## src/ipm_pkg.sv

```systemverilog
// shared constants, pad layout and carrier types of the shared-pad mux
// assumes a single 125 MHz clock and board straps that hold still in use
package ipm_pkg;

    // strap-selected bus that owns the shared pads, one-hot
    typedef enum logic [2:0] {
        MODE_ISA = 3'b001,
        MODE_PCM = 3'b010,
        MODE_LB  = 3'b100
    } ipm_mode_type;

    // owner of the ide-shared pad group, one-hot
    typedef enum logic [1:0] {
        ARB_BUS = 2'b01,
        ARB_IDE = 2'b10
    } ipm_arb_type;

    // strap codes on strapMode
    localparam logic [1:0] STRAP_ISA = 2'h0;
    localparam logic [1:0] STRAP_PCM = 2'h1;
    localparam logic [1:0] STRAP_LB  = 2'h2;

    // pad group widths
    localparam int W_IDE = 23;
    localparam int W_BUS = 55;

    // ide-shared group: address, chip selects, data
    localparam int P_DA_LO   = 0;  // 2 pads
    localparam int P_DA2     = 2;
    localparam int P_CS      = 3;  // 4 pads: primary 1,3 then secondary 1,3
    localparam int P_DD      = 7;  // 16 pads
    localparam int P_DD_HIZ  = 19; // data bits 14:12, 3 pads
    localparam int W_DD_HIZ  = 3;
    localparam int P_DD15    = 22;

    // bus-only group, one column per pad
    localparam int P_SD       = 0;  // 16 pads
    localparam int P_RTC_ADDR = 16;
    localparam int P_CLK24    = 17;
    localparam int P_SA3      = 18;
    localparam int P_SA_LO    = 19; // 3 pads
    localparam int P_SMEMW    = 22;
    localparam int P_IO16     = 23;
    localparam int P_MASTER   = 24;
    localparam int P_MEM16    = 25;
    localparam int P_DMA_ACK  = 26; // 3 pads
    localparam int W_DMA_ACK  = 3;
    localparam int P_TCOUNT   = 29;
    localparam int P_SA4      = 30; // 4 pads
    localparam int P_ZWS      = 34;
    localparam int P_GPIO_SEL = 35;
    localparam int P_CHK      = 36;
    localparam int P_REFRESH  = 37;
    localparam int P_IOW      = 38;
    localparam int P_IOR      = 39;
    localparam int P_MEMR     = 40;
    localparam int P_ALE      = 41;
    localparam int P_AEN      = 42;
    localparam int P_BHE      = 43;
    localparam int P_MEMW     = 44;
    localparam int P_SMEMR    = 45;
    localparam int P_DMA_REQ  = 46; // 2 pads
    localparam int P_LBA22    = 48;
    localparam int W_LBA_HI   = 3;  // address 24:22
    localparam int P_LBSEL4   = 51; // selects 7:4, 4 pads
    localparam int W_LBSEL_HI = 4;
    localparam int W_CARD_IN  = 3;  // card detect pair and ready are inputs

    // fixed pad values
    localparam logic [2:0] DMA_ACK_PCM = 3'h4;
    localparam logic       RST_ISA_BUS_OUTPUT_ENABLE   = 1'b1;

    // clock generation
    localparam int CLK_HZ     = 125_000_000;
    localparam int ISA_BUS_CLOCK_HZ = 7_000_000;
    localparam int ISA_HALF   = (CLK_HZ + ISA_BUS_CLOCK_HZ) / (2 * ISA_BUS_CLOCK_HZ);
    localparam logic [3:0] ISA_HALF_LAST = 4'(ISA_HALF - 1);
    localparam logic [1:0] PCI_DIV2_LAST = 2'h1;
    localparam logic [1:0] PCI_DIV3_LAST = 2'h2;

    // what one controller wants on the pads
    typedef struct packed {
        logic [W_IDE-1:0] ideOut;
        logic [W_IDE-1:0] ideOe;
        logic [W_BUS-1:0] busOut;
        logic [W_BUS-1:0] busOe;
        logic             aux;    // local bus: select bit 3 value
    } ipm_src_drive_type;

    // what the ide controller wants on its group
    typedef struct packed {
        logic [W_IDE-1:0] out;
        logic [W_IDE-1:0] oe;
    } ipm_ide_drive_type;

endpackage

```

## src/ipm_clk_gen.sv

```systemverilog
// bus clock, pci clock and memory clock generation for the pad mux
// assumes clk is the host clock and the strap latches hold after reset
`timescale 1ns/1ps
module ipm_clk_gen
    import ipm_pkg::*;
(
    input  wire logic clk,
    input  wire logic rst_n,
    input  wire logic pciDiv3,
    input  wire logic memSync,
    input  wire logic memAsyncClk,
    output logic      isaBusClock,
    output logic      pciClockOut,
    output logic      memoryClockOut
);

    typedef struct packed {
        logic [3:0] isaCnt;
        logic       isaClk;
        logic [1:0] pciCnt;
        logic       pciClk;
    } ipm_clk_state_type;

    ipm_clk_state_type stR;
    ipm_clk_state_type stN;
    logic [1:0]        pciLast;

    // next clock state
    always_comb begin
        stN = stR;
        pciLast = pciDiv3 ? PCI_DIV3_LAST : PCI_DIV2_LAST;
        if (!rst_n) begin
            stN = '0;
        end else begin
            if (stR.isaCnt == ISA_HALF_LAST) begin
                stN.isaCnt = '0;
                stN.isaClk = ~stR.isaClk;
            end else begin
                stN.isaCnt = stR.isaCnt + 4'h1;
            end
            // host divided by two or three
            if (stR.pciCnt == pciLast) begin
                stN.pciCnt = '0;
            end else begin
                stN.pciCnt = stR.pciCnt + 2'h1;
            end
            stN.pciClk = (stN.pciCnt == 2'h0);
        end
    end

    always_ff @(posedge clk) begin
        stR <= stN;
    end

    assign isaBusClock = stR.isaClk;
    assign pciClockOut = stR.pciClk;

    // memory clock source select
    // plain clock mux: safe only because the strap never moves in use
    assign memoryClockOut = memSync ? clk : memAsyncClk;
endmodule

```

## src/ipm_pin_mux.sv

```systemverilog
// shared-pad mux: strap-chosen bus, time-shared with ide, plus clocks
// assumes controllers drive ipm_src_drive_type bundles and that the board
// gates the ide chip selects with the bus output enable pad
//
// Behaviour
// - bus choice taken from straps only
// - ide and bus share pads at run time, except on local bus
// - enable pad high for ide, low bus; select bit 3 on local bus
// - address bit 2 pad zero for cards
// - address bits 1:0 carry upper addresses
// - chip select pads carry upper addresses
// - data 15:12 carry selects or float
// - data 11:0 carry bus address 19:8
// - ready pad routed per mode
// - data pads carry strapped bus data
// - rtc strobe and clock pads per mode
// - low address pads become selects, ready
// - write and io16 pads become byte enables
// - master and mem16 pads become strobes
// - dma acknowledge fixed four for cards
// - io strobes become address 12, 13
// - aen and bhe become wait, oe, address
// - dma request pads become card enables
// - address 24:22 pads float on isa
// - selects 7:4 float on isa
// - bus clock low in reset, 7MHz after
// - pci clock is host over two/three
// - memory clock async or host rate
`timescale 1ns/1ps
module ipm_pin_mux
    import ipm_pkg::*;
(
    input  wire logic              clk,
    input  wire logic              rst_n,
    input  wire logic [1:0]        strapMode,
    input  wire logic              strapPciDiv3,
    input  wire logic              strapMemSync,
    input  wire logic              devClk24,
    input  wire logic              memAsyncClk,
    input  wire ipm_ide_drive_type ideDrv,
    input  wire ipm_src_drive_type isaDrv,
    input  wire ipm_src_drive_type pcmDrv,
    input  wire ipm_src_drive_type lbDrv,
    input  wire logic              ideReq,
    input  wire logic              ideBusy,
    input  wire logic              busReq,
    input  wire logic              busBusy,
    input  wire logic              padRdyIn,
    input  wire logic [W_BUS-1:0]  padBusIn,
    output logic                   ideGrant,
    output logic                   busGrant,
    output logic [W_IDE-1:0]       padIdeOut,
    output logic [W_IDE-1:0]       padIdeOe,
    output logic [W_BUS-1:0]       padBusOut,
    output logic [W_BUS-1:0]       padBusOe,
    output logic                   padIsaOe,
    output logic                   ideReady,
    output logic                   isaChRdy,
    output logic                   lbDataReady,
    output ipm_mode_type           activeMode,
    output logic                   isaBusClock,
    output logic                   pciClockOut,
    output logic                   memoryClockOut
);

    typedef struct packed {
        ipm_mode_type     mode;
        logic             pciDiv3;
        logic             memSync;
        ipm_arb_type      arb;
        logic             ideOwn;
        logic [W_IDE-1:0] ideOut;
        logic [W_IDE-1:0] ideOe;
        logic [W_BUS-1:0] busOut;
        logic [W_BUS-1:0] busOe;
        logic             isa_bus_output_enable;
        logic             clkPass;
    } ipm_mux_state_type;

    ipm_mux_state_type stR;
    ipm_mux_state_type stN;
    ipm_src_drive_type src;
    ipm_mode_type      strapDec;
    logic              ownNxt;

    // strap decode; the unused code falls back to isa
    always_comb begin
        unique case (strapMode)
            STRAP_PCM: strapDec = MODE_PCM;
            STRAP_LB:  strapDec = MODE_LB;
            default:   strapDec = MODE_ISA;
        endcase
    end

    // next state: arbiter, source pick, per-mode pad overrides
    always_comb begin
        stN = stR;
        src = isaDrv;
        ownNxt = 1'b0;
        if (!rst_n) begin
            // straps caught only while in reset
            stN.mode = strapDec;
            stN.pciDiv3 = strapPciDiv3;
            stN.memSync = strapMemSync;
            stN.arb = ARB_BUS;
            stN.ideOwn = 1'b0;
            stN.ideOut = '0;
            stN.ideOe = '0;
            stN.busOut = '0;
            stN.busOe = '0;
            stN.isa_bus_output_enable = RST_ISA_BUS_OUTPUT_ENABLE;
            stN.clkPass = 1'b0;
        end else begin
            unique case (stR.arb)
                ARB_BUS: begin
                    if (ideReq && !busBusy) begin
                        stN.arb = ARB_IDE;
                    end
                end
                ARB_IDE: begin
                    if (!ideBusy && (busReq || !ideReq)) begin
                        stN.arb = ARB_BUS;
                    end
                end
            endcase
            // local bus never uses the ide group, so ide keeps it
            ownNxt = (stR.mode == MODE_LB) || (stN.arb == ARB_IDE);
            stN.ideOwn = ownNxt;

            // io strobes follow the strapped bus
            unique case (stR.mode)
                MODE_ISA: src = isaDrv;
                MODE_PCM: src = pcmDrv;
                MODE_LB:  src = lbDrv;
            endcase

            stN.busOut = src.busOut;
            stN.busOe = src.busOe;

            if (ownNxt) begin
                stN.ideOut = ideDrv.out;
                stN.ideOe = ideDrv.oe;
            end else begin
                stN.ideOut = src.ideOut;
                stN.ideOe = src.ideOe;
            end

            unique case (stR.mode)
                MODE_ISA: begin
                    stN.busOe[P_LBA22 +: W_LBA_HI] = '0;
                    stN.busOe[P_LBSEL4 +: W_LBSEL_HI] = '0;
                    stN.isa_bus_output_enable = ownNxt;
                    // 24 MHz clock on its pad
                    stN.clkPass = 1'b1;
                    stN.busOe[P_CLK24] = 1'b1;
                end
                MODE_PCM: begin
                    if (!ownNxt) begin
                        stN.ideOut[P_DA2] = 1'b0;
                        stN.ideOe[P_DA2] = 1'b1;
                        stN.ideOe[P_DD_HIZ +: W_DD_HIZ] = '0;
                    end
                    stN.busOut[P_RTC_ADDR] = 1'b0;
                    stN.busOe[P_RTC_ADDR] = 1'b1;
                    stN.clkPass = 1'b1;
                    stN.busOe[P_CLK24] = 1'b1;
                    stN.busOe[P_IO16] = 1'b0;
                    stN.busOe[P_MASTER] = 1'b0;
                    stN.busOut[P_MEM16] = 1'b0;
                    stN.busOe[P_MEM16] = 1'b1;
                    stN.busOut[P_DMA_ACK +: W_DMA_ACK] = DMA_ACK_PCM;
                    stN.busOe[P_DMA_ACK +: W_DMA_ACK] = '1;
                    stN.busOut[P_TCOUNT] = 1'b0;
                    stN.busOe[P_TCOUNT] = 1'b1;
                    // memory strobes and latch have no card use
                    stN.busOut[P_MEMR] = 1'b0;
                    stN.busOut[P_ALE] = 1'b0;
                    stN.busOut[P_MEMW] = 1'b0;
                    stN.busOe[P_MEMR] = 1'b1;
                    stN.busOe[P_ALE] = 1'b1;
                    stN.busOe[P_MEMW] = 1'b1;
                    // card wait pad is an input
                    stN.busOe[P_AEN] = 1'b0;
                    stN.busOe[P_LBA22] = 1'b0;
                    // detect and ready pads are inputs
                    stN.busOe[P_LBSEL4 +: W_CARD_IN] = '0;
                    stN.isa_bus_output_enable = ownNxt;
                end
                MODE_LB: begin
                    // data ready pad is an input
                    stN.busOe[P_SA3] = 1'b0;
                    stN.isa_bus_output_enable = src.aux;
                    // flash select 1 from local bus
                    stN.clkPass = 1'b0;
                end
            endcase
        end
    end

    always_ff @(posedge clk) begin
        stR <= stN;
    end

    // 24 MHz passes unregistered; sampling it at 125 MHz would jitter
    always_comb begin
        padBusOut = stR.busOut;
        if (stR.clkPass) begin
            padBusOut[P_CLK24] = devClk24;
        end
    end

    assign padBusOe = stR.busOe;
    assign padIdeOut = stR.ideOut;
    assign padIdeOe = stR.ideOe;
    assign padIsaOe = stR.isa_bus_output_enable;
    assign activeMode = stR.mode;

    // grants follow the arbiter; pads switch on the same edge
    assign ideGrant = (stR.mode == MODE_LB) || (stR.arb == ARB_IDE);
    assign busGrant = (stR.mode == MODE_LB) || (stR.arb == ARB_BUS);

    // ready pad to its current user
    assign ideReady = stR.ideOwn ? padRdyIn : 1'b1;
    assign isaChRdy = (stR.mode == MODE_ISA) && !stR.ideOwn ?
                      padRdyIn : 1'b1;
    // data ready taken from low address pad
    assign lbDataReady = (stR.mode == MODE_LB) & padBusIn[P_SA3];

    ipm_clk_gen u_clk_gen (
        .clk            (clk),
        .rst_n          (rst_n),
        .pciDiv3        (stR.pciDiv3),
        .memSync        (stR.memSync),
        .memAsyncClk    (memAsyncClk),
        .isaBusClock    (isaBusClock),
        .pciClockOut    (pciClockOut),
        .memoryClockOut (memoryClockOut)
    );
endmodule

```

## config.mk

```make
export PLATFORM = sky130hd
export DESIGN_NAME = ipm_pin_mux
export DESIGN_NICKNAME = d
export VERILOG_FILES = /design/src/ipm_pkg.sv /design/src/ipm_clk_gen.sv /design/src/ipm_pin_mux.sv
export SDC_FILE = /design/constraint.sdc
export NUM_CORES = 1
export LEC_CHECK = 0
export ABC_AREA = 1
export BUFFER_PORTS_ARGS = -buffer_cell sky130_fd_sc_hd__buf_2
export CORE_AREA = 2 2 295 297
export CTS_CLUSTER_DIAMETER = 60
export DETAILED_ROUTE_END_ITERATION = 12
export DIE_AREA = 0 0 297 299
export GPL_TIMING_DRIVEN = 0
export SLEW_MARGIN = 15
export SYNTH_ARGS = -nofsm -noshare
export SYNTH_HDL_FRONTEND = slang
export SYNTH_SLANG_ARGS = --single-unit
export TNS_END_PERCENT = 30
```

## constraint.sdc

```tcl
create_clock -name clk -period 2.1 [get_ports clk]
set_clock_uncertainty 0.2 [all_clocks]
set_input_delay 0.42 -clock clk [delete_from_list [all_inputs] [get_ports clk]]
set_output_delay 0.42 -clock clk [all_outputs]
set_load 0.01 [all_outputs]
```

### Word level (Yosys, flattened, before mapping)

Index checks and enable logic that the tools add are counted.

* flip-flop bits (word level): 174
* input bits: 585
* output and inout port bits: 168
* word-level logic and storage cells: 80

* $add $sub $neg: 2
* equality and inequality tests: 10
* muxes and demuxes: 27
* bitwise gates (word level): 3
* reductions and logical operators: 18

Operators with widths (number)
* $pmux W157 S3: 1
* $mux W46: 1
* $mux W2: 7
* $mux W1: 11
* $reduce_or A2 Y1: 5
* $pmux W2 S2: 2
* $mux W7: 1
* $eq A2 B2 Y1 const B: 3
* $mux W3: 2
* $pmux W3 S2: 1
* $add A4 B1 Y4 const B: 1
* $eq A2 B1 Y1 const B: 2
* $eq A4 B4 Y1 const B: 1
* $logic_not A1 Y1: 4
* $logic_or A1 B1 Y1: 4
* $mux W4: 1
* $eq A3 B1 Y1 const B: 1
* $eq A3 B2 Y1 const B: 1
* $eq A3 B3 Y1 const B: 1
* $logic_and A1 B1 Y1: 3
* $reduce_or A3 Y1: 1
* $add A2 B1 Y2 const B: 1
* $eq A2 B2 Y1: 1
* $logic_not A2 Y1: 1
* other kinds (2): 3

### Logic depth before layout (Yosys ltp)

* depth in word-level cells: 11
* depth in mapped cells: 9
* mapped depth without buffers: 8

### By module

From an unflattened synthesis, not the netlist that was laid out.

* cell total of the unflattened synthesis: 1345
* area, all modules: 8916.1 um^2

Modules (own cells, without submodules)
* ipm_pin_mux: times used 1, cells an instance 1305, area an instance 8592.0 um^2, sequential area each 3373.2 um^2
* ipm_clk_gen: times used 1, cells an instance 40, area an instance 324.1 um^2, sequential area each 160.2 um^2

==> flow_summary.ini <==
[synthesis]
synth_cell_type_count = 25
synth_seq_cells = 174
synth_warnings = 0
postSynthAreaPerCell_um2 = 6.651
syn_nets = 1948
ys_seq_area_share_pct = 39.09
synthesis.area_mm2 = 0.009039
syn_inst = 1359

[drt]
drt-met1-wl_mm = 29.80
routedWlPerCell_um = 19.80
first_iter_violations = 846
wl_mm = 72.44
top_layer = met5
route.vias.total = 13450
drc = 0
wl_met2_mm = 34.04
wl_met3_mm = 4.763
antenna_left = 0
viasPerCell = 3.676
drt_pass1_iterations = 7

[die]
num_io_pins = 753
die_area_mm2 = 0.08880
start_util_pct = 10.52
num_rows = 108
die_x_um = 297
core_mm2 = 0.08594
die_h_um = 299

[finish]
final_area_mm2 = 0.02016
finish.net_count = 3075
synthToLayoutAreaGrowth_pct = 123.1
layout_common_cells = buf_2, nand2_1, dlygate4sd3_1
final_common_cell = buf_2
fill_cells = 9203
drive_gt1_share_pct = 44.00

[worst_setup_path]
path_cells = nor2_4, nand2_8, clkbuf_16, o21ai_4, buf_6
crit_arrival_ns = 1.81
worstRegToRegCells = 14
cpPeakStageDelay_ns = 0.51
reg2reg_from = activeMode[0]
reg2reg_slack_ns = -0.23
timing.rr.end = padBusOe[34]
cp-start-kind = register
critPathSlowestCell = edfxtp_1
crit_type = reg -> out
cp-end-kind = output port
critPathRequiredTime_ns = 1.48
crit_family = flip-flops
cp_num_buf_inv = 2
crit_path_max_fanout = 5

[power]
power.density_mw_per_mm2 = 563.1
ir_worst_vdd_uv = 771.2
leakagePower_nw = 10.26
design_power_total_w = 0.01135

[sta]
timing.hold.ws_ns = 0.01529
relSlewSlack_pct = 20.69
final-hold-violation-count = 0
period_share_pct = 115.6
finalSetupTns_ns = -10.71
slew_violations = 0
fin_ws_ns = -0.3278
setup-violations-final = 83
tightest_slew_ns = 1.190
rsz0062_at_grt = yes
max_freq_mhz = 411.9
period_needed_ns = 2.428

[global_route]
antenna_found_initial = 15
track_usage_pct = 15.80
grt_pass1_wl_mm = 97.43
grt_max_degree = 17
grt_pass1_vias = 13933
grt-ovfl-total = 0

[min_path]
holdPathStages = 5
hold_class = in -> reg
whs_endpoint = padIdeOut[18]
worstHoldStart = pcmDrv[152]

[placed_design]
dpl.hpwl_mm = 52.32
post-place-ws_ns = -1.098
dpl_cell_area_mm2 = 0.01364
gp_congestion = 0.9013
port_buffers = 630

[status]
violations = negative setup slack
outcome = finished, violations left

[clock_network]
clkSlewWorstSetupHoldPaths_ns = 0.08
cts_tree = done
clk_latency_ns = 0.62

[run]
maxCapViolations = 0
==> cell usage after synthesis <==
library cell	instances	area, µm²
xnor2_1	1	8.760
nor2_2	1	6.260
o211ai_1	1	7.510
a31oi_1	2	12.51
buf_2	26	130.1
nand3b_1	1	7.510
nor3_1	2	10.01
nand2_1	498	1869
dfxtp_1	169	3383
clkbuf_1	27	101.4
inv_2	3	11.26
ha_1	4	50.05
clkinv_1	1	3.750
nand2_2	3	18.77
buf_4	175	1314
o21ai_0	4	20.02
edfxtp_1	5	150.1
nor2_1	184	690.7
or2_2	5	31.28
a21oi_1	118	590.6
inv_1	59	221.5
o21ai_1	7	35.03
nand3_1	55	275.3
mux2_2	2	22.52
buf_6	6	67.56
==> layer usage <==
metal | track usage [%] | vias up
met5 | 0 | -
met4 | 9.788 | 4
met3 | 3.824 | 173
met2 | 26.30 | 862
met1 | 18.28 | 6130
li1 | - | 6281
==> sequential cells by signal (all words and copies together), names as in the netlist <==
| register | flops |
|---|---|
| stR | 7 |
| u_clk_gen.isaBusClock | 1 |
| padIdeOe | 23 |
| padIdeOut | 23 |
| activeMode | 3 |
| u_clk_gen.pciClockOut | 1 |
| u_clk_gen.stR | 6 |
| padBusOe | 55 |
| padBusOut | 54 |
| padIsaOe | 1 |
==> cell families (layout without fill, tap and decap cells) <==
kind of cell	count (synthesis)	after routing	share of synthesized area [%]
muxes	2	2	0.2492
xor gates and xnor gates	1	1	0.09692
DFF	174	174	39.09
buffers and inverters	297	1436	20.46
AOI/OAI and AO/OA	132	132	7.364
adders and majority gates	4	4	0.5537
other	0	6	0
and+or+nand+nor	749	749	32.18
==> worst max-delay path by stage <==
stage                  start              to  slack (ns)  depth (start not counted)
2_1_floorplan            clk  memoryClockOut        0.15                          1
3_3_place_gp   activeMode[1]    padBusOe[48]       -1.16                          6
3_5_place_dp   activeMode[0]   padBusOut[29]       -1.10                          7
4_1_cts        activeMode[1]     lbDataReady       -0.40                          5
5_1_grt        activeMode[0]     lbDataReady       -0.42                          5
6_report       activeMode[0]        ideGrant       -0.33                          5
==> final cells by class <==
| class | instances | area [µm²] | area share (%) |
|---|---|---|---|
| Sequential cell | 174 | 3533 | 17.52 |
| Tap cell | 1155 | 1445 | 7.167 |
| Clock inverter | 12 | 87.58 | 0.4344 |
| Inverter | 63 | 256.5 | 1.272 |
| Clock buffer | 23 | 519.2 | 2.575 |
| Buffer | 230 | 1933 | 9.587 |
| Antenna cell | 6 | 15.01 | 0.07446 |
| Timing Repair Buffer | 1108 | 8118 | 40.26 |
| Multi-Input combinational cell | 888 | 4255 | 21.10 |
==> metrics by stage <==
stage / std cells / util, %
floorplan: 1359 / -
global placement: 3144 / 15.87
detailed placement: 3144 / 15.87
CTS: 3649 / 22.81
global route: 3658 / 23.46
finish: 3659 / 23.46
==> where the power goes <==
group | switching (W) | internal, W | total, W | leakage [nW]
combinational | 0.00202 | 0.00209 | 0.00410 | 8.51
clock | 0.00172 | 0.00179 | 0.00350 | 0.290
sequential | 0.000116 | 0.00363 | 0.00375 | 1.45
==> timing repair <==
| action | 4_1_cts | 5_1_grt |
|---|---|---|
| endpoints found under the setup margin | 164 | 158 |
| gates resized for setup | 179 | 145 |
| cloned | 5 | 2 |
| hold buffers | 422 | 0 |
| pin swaps | 13 | 26 |
| setup buffers | 44 | 8 |
| endpoints found under the hold margin | 164 | 0 |
==> worst reg2reg max path: cells and delay by family, from the launching register on <==
family	cells	cell delay (ns)
AO/OA/AOI/OAI	1	0.04
buffers and inverters	8	0.94
flip-flops	1	0.51
AND/OR/NAND/NOR	5	0.59
Note: power is estimated with default switching activity, not from simulation.
